===== config.mk =====
export PLATFORM = sky130hd
export DESIGN_NAME = palette_write_snoop
export DESIGN_NICKNAME = d
export VERILOG_FILES = /design/src/rtl/palette_snoop_pkg.sv /design/src/rtl/palette_addr_decode.sv /design/src/rtl/palette_write_snoop.sv
export SDC_FILE = /design/constraint.sdc
export NUM_CORES = 1
export LEC_CHECK = 0
export ABC_AREA = 1
export BUFFER_PORTS_ARGS = -buffer_cell sky130_fd_sc_hd__buf_2
export CAP_MARGIN = 20
export CORE_UTILIZATION = 55
export DETAILED_ROUTE_END_ITERATION = 8
export GPL_ROUTABILITY_DRIVEN = 0
export HOLD_SLACK_MARGIN = 0.06
export MAX_ROUTING_LAYER = met4
export PLACE_DENSITY = 0.8
export REMOVE_ABC_BUFFERS = 1
export SLEW_MARGIN = 20
export SYNTH_ARGS = -nofsm -noshare
export SYNTH_HDL_FRONTEND = slang
export SYNTH_SLANG_ARGS = --single-unit

===== constraint.sdc =====
create_clock -name mclk_in -period 3.2 [get_ports mclk_in]
set_input_delay 0.32 -clock mclk_in [delete_from_list [all_inputs] [get_ports mclk_in]]
set_output_delay 0.32 -clock mclk_in [all_outputs]
set_load 0.005 [all_outputs]

===== src/rtl/palette_snoop_pkg.sv =====
// Shared constants and types for the palette write snooper
package palette_snoop_pkg;

	// Bus command codes as seen on the active-high command lines
	localparam logic [3:0] CMD_IO_READ  = 4'h2;
	localparam logic [3:0] CMD_IO_WRITE = 4'h3;
	localparam logic [3:0] CMD_DUAL_ADR = 4'hD;

	// Palette port window in I/O space, inclusive bounds
	localparam logic [31:0] PAL_LO_ADDR = 32'h0000_03C6;
	localparam logic [31:0] PAL_HI_ADDR = 32'h0000_03C9;

	// Reset values
	localparam logic [31:0] DATA_RESET  = 32'h0000_0000;
	localparam logic [3:0]  BE_RESET    = 4'hF;

	// Tracker states
	typedef enum logic [0:0] {
		ST_IDLE = 1'b0,
		ST_XFER = 1'b1
	} snoop_state_type;

	// One captured palette write
	typedef struct packed {
		logic [31:0] addr;
		logic [31:0] data;
		logic [3:0]  be_n;
		logic        by_abort;
	} snoop_capture_type;

endpackage : palette_snoop_pkg


===== src/rtl/palette_addr_decode.sv =====
// Address phase decoder for palette reads and writes
`timescale 1ns/100ps
`default_nettype none
module palette_addr_decode
	import palette_snoop_pkg::*;
#(
	parameter logic [31:0] LO_ADDR = PAL_LO_ADDR,
	parameter logic [31:0] HI_ADDR = PAL_HI_ADDR
) (
	input  wire logic [31:0] addr_in,
	input  wire logic [3:0]  cmd_in,
	output wire logic        pal_wr_out,
	output wire logic        pal_rd_out
);

	// Range check; a dual address cycle is never a palette port
	wire logic in_range;
	assign in_range   = (addr_in >= LO_ADDR) && (addr_in <= HI_ADDR);
	assign pal_wr_out = in_range && (cmd_in == CMD_IO_WRITE);
	assign pal_rd_out = in_range && (cmd_in == CMD_IO_READ);

endmodule : palette_addr_decode
`default_nettype wire


===== src/rtl/palette_write_snoop.sv =====
// Passive palette write snooper for one shared bus segment
//
// What this block does
// - When snooping, a normal (non-abort) capture is taken only on an edge where initiator ready and target ready are both seen asserted.
// - A snooped palette write that ends in Master-Abort is also captured.
// - The snooper drives no bus signal and follows whatever master and target do.
// - Each captured write is taken at once with no wait state and no back-pressure.
// - The active display adapter always claims palette reads; read_claim_out only flags the claim and no read data is driven.
// - One device claims palette writes while the other only snoops and never asserts device select.
// - Snooping happens only while the palette snoop enable bit is set.
// - Only transactions on this device's own segment are seen and captured.
// - On an illegal protocol event the tracker returns to idle at once.
`timescale 1ns/100ps
`default_nettype none
module palette_write_snoop
	import palette_snoop_pkg::*;
#(
	parameter logic [31:0] LO_ADDR = PAL_LO_ADDR,
	parameter logic [31:0] HI_ADDR = PAL_HI_ADDR
) (
	input  wire logic              mclk_in,
	input  wire logic              rst_n_in,
	input  wire logic              frame_n_in,
	input  wire logic              irdy_n_in,
	input  wire logic              trdy_n_in,
	input  wire logic              devsel_n_in,
	input  wire logic [31:0]       ad_in,
	input  wire logic [3:0]        cbe_n_in,
	input  wire logic              snoop_en_in,
	input  wire logic              write_claimer_in,
	input  wire logic              adapter_active_in,
	output var  snoop_capture_type capture_out,
	output logic                   capture_valid_out,
	output logic                   read_claim_out,
	output logic                   write_claim_out,
	output logic                   protocol_err_out
);

	// Tracker and capture state
	snoop_state_type   state_q, state_d;
	snoop_capture_type cap_q, cap_d;
	logic              cap_valid_q, cap_valid_d;
	logic              hit_q, hit_d;
	logic              dev_seen_q, dev_seen_d;
	logic              frame_off_q, frame_off_d;
	logic              frame_n_q;
	logic [31:0]       addr_q, addr_d;
	logic [31:0]       shadow_data_q, shadow_data_d;
	logic [3:0]        shadow_be_q, shadow_be_d;
	logic              shadow_ok_q, shadow_ok_d;
	logic              rd_claim_q, rd_claim_d;
	logic              wr_claim_q, wr_claim_d;
	logic              err_q, err_d;

	// Decoded bus qualifiers; every input is a local segment sample
	wire logic       start;
	wire logic       data_xfer;
	wire logic       bus_done;
	wire logic       illegal;
	wire logic       idle_irdy;
	wire logic       pal_wr;
	wire logic       pal_rd;
	wire logic       snoop_on;
	wire logic       ab_end;
	wire logic [3:0] cmd;

	assign cmd       = ~cbe_n_in;
	// Address phase: frame newly asserted while tracker idles
	assign start     = (state_q == ST_IDLE) && !frame_n_in && frame_n_q;
	assign data_xfer = (state_q == ST_XFER) && !irdy_n_in && !trdy_n_in;
	assign bus_done  = (state_q == ST_XFER) && frame_n_in && irdy_n_in;
	// Frame coming back after release inside one transaction
	assign illegal   = (state_q == ST_XFER) && frame_off_q && !frame_n_in;
	assign idle_irdy = (state_q == ST_IDLE) && !irdy_n_in && frame_n_in;
	// Claiming device does not snoop, snooper never claims
	assign snoop_on  = snoop_en_in && !write_claimer_in;
	// Write ended with nobody claiming it: Master-Abort
	assign ab_end    = bus_done && hit_q && !dev_seen_q && shadow_ok_q;

	palette_addr_decode #(
		.LO_ADDR (LO_ADDR),
		.HI_ADDR (HI_ADDR)
	) u_decode (
		.addr_in    (ad_in),
		.cmd_in     (cmd),
		.pal_wr_out (pal_wr),
		.pal_rd_out (pal_rd)
	);

	// Next state; no path here ever stalls the bus
	always_comb begin
		state_d       = state_q;
		hit_d         = hit_q;
		addr_d        = addr_q;
		dev_seen_d    = dev_seen_q;
		frame_off_d   = frame_off_q;
		shadow_data_d = shadow_data_q;
		shadow_be_d   = shadow_be_q;
		shadow_ok_d   = shadow_ok_q;
		cap_d         = cap_q;
		cap_valid_d   = 1'b0;
		rd_claim_d    = 1'b0;
		wr_claim_d    = 1'b0;
		err_d         = idle_irdy;
		unique case (state_q)
			ST_IDLE: begin
				if (start) begin
					state_d     = ST_XFER;
					hit_d       = pal_wr && snoop_on;
					addr_d      = ad_in;
					dev_seen_d  = 1'b0;
					frame_off_d = 1'b0;
					shadow_ok_d = 1'b0;
					rd_claim_d  = pal_rd && adapter_active_in;
					wr_claim_d  = pal_wr && write_claimer_in;
				end
			end
			ST_XFER: begin
				if (!devsel_n_in) begin
					dev_seen_d = 1'b1;
				end
				if (frame_n_in) begin
					frame_off_d = 1'b1;
				end
				// Last data the master offered, kept for an abort
				if (!irdy_n_in) begin
					shadow_data_d = ad_in;
					shadow_be_d   = cbe_n_in;
					shadow_ok_d   = 1'b1;
				end
				// Capture in the same edge, nothing to push back
				if (data_xfer && hit_q) begin
					cap_d       = '{addr: addr_q, data: ad_in,
						be_n: cbe_n_in, by_abort: 1'b0};
					cap_valid_d = 1'b1;
				end
				if (illegal) begin
					state_d = ST_IDLE;
					hit_d   = 1'b0;
					err_d   = 1'b1;
				end else if (bus_done) begin
					state_d = ST_IDLE;
					hit_d   = 1'b0;
					if (ab_end) begin
						cap_d       = '{addr: addr_q, data: shadow_data_q,
							be_n: shadow_be_q, by_abort: 1'b1};
						cap_valid_d = 1'b1;
					end
				end
			end
		endcase
	end

	// Tracker flops
	always_ff @(posedge mclk_in or negedge rst_n_in) begin
		if (!rst_n_in) begin
			state_q     <= ST_IDLE;
			hit_q       <= 1'b0;
			dev_seen_q  <= 1'b0;
			frame_off_q <= 1'b0;
			frame_n_q   <= 1'b1;
			addr_q      <= DATA_RESET;
		end else begin
			state_q     <= state_d;
			hit_q       <= hit_d;
			dev_seen_q  <= dev_seen_d;
			frame_off_q <= frame_off_d;
			frame_n_q   <= frame_n_in;
			addr_q      <= addr_d;
		end
	end

	// Shadow of the last offered data word
	always_ff @(posedge mclk_in or negedge rst_n_in) begin
		if (!rst_n_in) begin
			shadow_data_q <= DATA_RESET;
			shadow_be_q   <= BE_RESET;
			shadow_ok_q   <= 1'b0;
		end else begin
			shadow_data_q <= shadow_data_d;
			shadow_be_q   <= shadow_be_d;
			shadow_ok_q   <= shadow_ok_d;
		end
	end

	// Output flops; the capture word holds until the next capture
	always_ff @(posedge mclk_in or negedge rst_n_in) begin
		if (!rst_n_in) begin
			cap_q       <= '{addr: DATA_RESET, data: DATA_RESET,
				be_n: BE_RESET, by_abort: 1'b0};
			cap_valid_q <= 1'b0;
			rd_claim_q  <= 1'b0;
			wr_claim_q  <= 1'b0;
			err_q       <= 1'b0;
		end else begin
			cap_q       <= cap_d;
			cap_valid_q <= cap_valid_d;
			rd_claim_q  <= rd_claim_d;
			wr_claim_q  <= wr_claim_d;
			err_q       <= err_d;
		end
	end

	assign capture_out       = cap_q;
	assign capture_valid_out = cap_valid_q;
	assign read_claim_out    = rd_claim_q;
	assign write_claim_out   = wr_claim_q;
	assign protocol_err_out  = err_q;
endmodule : palette_write_snoop
`default_nettype wire


==> metrics.txt <==
Pre-Repair DR Iteration Count=5; Reg clk slew, reported paths=0.06 ns; Final Hold Fails=0; Mean Syn Cell Area=8.61 um^2; Highest Clock Rate=about 0.43 GHz; Worst Hold Class=in2reg; antenna viol nets, final=0; Distinct cells, synth=22; drt wl/cell=15.2 um; area share of the largest cell type after synthesis=a little under three fifths; grt ovf=0; WP buf/inv=2; placed wire-length estimate=about 8800 um; worst skew pair latency=between 0.5 and 0.6 ns; R2R setup slack=between 0.8 and 0.9 ns; largest cells by area after synthesis=dfrtp_1, nand2_1, o21ai_0; Placed Cells incl. Taps=between 900 and 1000; Post-Place Worst Slack=approximately 0.9 ns; io pins=approximately 120; post-route setup slack=around 0.86 ns; most common cell after layout, fill and taps aside=nand2_1; die height=about 110 um; antenna violations before repair=0; Die W=approximately 110 um; total power divided by cell area=723 nW/um^2; final setup fails=0; count of input and output buffers=~120; Global Route Usage Sum=between 20% and 30%; # diodes=0; die area=11400 um^2; Post-Route WL=14600 um; WS Path Type=reg2reg; outcome=finished clean; Slew Limit Fails=0; CP dominant cell by count=nand2_1; crit path max fanout=36; CP Cell Sequence=nand2_1 > inv_2 > nand2_1 > nor3_2 > nand2_2 > inv_2 > nand2_1 > nand2_1; DRC=0; Hold Crit Start=cbe_n_in[0]; RSZ-0062 raised after global routing=no; CTS tree=done; CP Launch Point=state_q; Hold Path Stages=3; area leader, netlist=dfrtp_1; period utilization=73.2%; Worst R2R Path Depth=8; worst vdd ir=around 0.00048 V; initial drt markers=between 400 and 500; CTS Sinks=147; R2R Path End=capture_out[31]; Starting Density=between 50% and 60%; most frequent cells in the layout=nand2_1, dfrtp_1, buf_2, o21ai_0, inv_1; clock skew=around 0.0084 ns; slew margin rel.=38.3%; slowest cell delay on critical path=around 0.75 ns; share of cells above drive strength 1=~21%; critical path's slowest cell=inv_2; first-pass GRT wire length=~24000 um; Finished Layout Cells=about 960; CORE AREA=10500 um^2; CP Capture Type=flip-flop; reg-to-reg startpoint=state_q; Mapped Area=6060 um^2; H-tree depth=4; Rows=37; Max Cap Viol=0; Leak=between 0.004 and 0.005 uW; Vias/cell=5.35; Setup Fix Bufs, Post-CTS=0; fillers=a little under 800; Area growth, synth to finish=20.9%; synthesized instance count=704; Synth Register Bits=147; worst hold endpoint=shadow_be_q[0]; CTS buffer count=17; delay-heaviest family, CP=simple AND/OR/NAND/NOR gates; setup TNS=0 ns; slew of the pin with the lowest slew margin=0.924 ns; worst path arrival time=2.80 ns; post-layout net count=860; startpoint types=flip-flop; synth warn=0; vias=~5100; Power Total=~5300 uW; CTS Root Cell=clkbuf_8; Post-CTS Resized=0; pin count of the biggest net entering global routing=roughly 100; post-synthesis sequential area ratio=between 60% and 70%; Worst Hold Slack=0.0786 ns; Critical Path RT=3.66 ns; fin crit period=2.34 ns; clock tree buffer depth=2; vias in the first global route=4924
[registers in the layout (all words and copies together), names as in the netlist, 4 cells and up]
name           cells
shadow_be_q        4
shadow_data_q     32
capture_out       69
addr_q            32
[power breakdown]
part           switching [uW]  total, uW  internal (uW)
clock                     770       1950           1180
sequential                270       2620           2350
combinational             451        716            265
[worst reg2reg max path, cell delays in order, from the launching register on]
cell and delay, ns:
dfrtp_1 0.43, nand2_1 0.09, inv_2 0.06, nand2_1 0.07, nor3_2 0.15, nand2_2 0.44
inv_2 0.76, nand2_1 0.17, nand2_1 0.10
[worst max-delay path by stage]
stage	cells past startpoint	slack [ns]	end
4_1_cts	8	0.88	capture_out[31]
2_1_floorplan	4	0.98	hit_q
6_report	8	0.86	capture_out[31]
3_3_place_gp	9	0.99	capture_out[21]
3_5_place_dp	8	0.92	capture_out[29]
5_1_grt	8	0.71	capture_out[17]
[layout make-up]
class / instances / area [um^2] / area share (%)
clock buffer: 18 / 418 / 5.71
clock inverter: 12 / 159 / 2.17
inverter: 48 / 181 / 2.48
multi-input combinational: 471 / 1990 / 27.2
sequential: 147 / 3690 / 50.4
tap: 136 / 170 / 2.32
timing repair buffer: 130 / 709 / 9.69
[logic make-up (layout without fill, tap and decap cells)]
kind of cell,count (synthesis),in the layout,share of synthesized area [%]
AO/OA/AOI/OAI,111,111,9.21
buffers and inverters,86,208,6.34
AND/OR/NAND/NOR,360,360,23.5
flip-flops,147,147,60.9
[per-stage QoR]
| stage | cell area [um^2] | utilization (%) |
|---|---|---|
| after floorplan | 5850 | - |
| after global placement | 6660 | 63.4 |
| after detailed placement | 6660 | 63.4 |
| after CTS | 7320 | 69.7 |
| after global routing | 7320 | 69.7 |
| final | 7320 | 69.7 |
[layer usage]
metal | GRT usage [%] | wire [um] | part of all wire [%] | up-vias
met3 | 4.92 | 1050 | 7.2 | 19
met4 | 9.10 | 189 | 1.3 | 0
met2 | 43.9 | 7160 | 49 | 206
li1 | - | - | - | 2438
met1 | 36.9 | 6210 | 43 | 2481
met5 | - | 0 | 0 | -
[timing repair]
| item | CTS | global route |
|---|---|---|
| endpoints found under the hold margin | 96 | 0 |
| setup endpoints to repair | 0 | 0 |
| hold buffers | 8 | 0 |
[cell usage after synthesis]
master and n:
o31ai_1 1, nor3b_1 1, nor3_2 1, dfstp_2 9
o21ai_0 96, nor2_1 19, buf_6 5, nor3_1 2
buf_4 6, buf_2 1, nor2_2 1, o21ai_1 12
nand2_1 293, clkbuf_1 22, nand2_2 3, nand3_1 38
dfrtp_1 138, inv_2 4, a21oi_1 2, buf_1 4
inv_1 44, nand4_1 2
No activity file was read; power rests on OpenSTA's default activity.
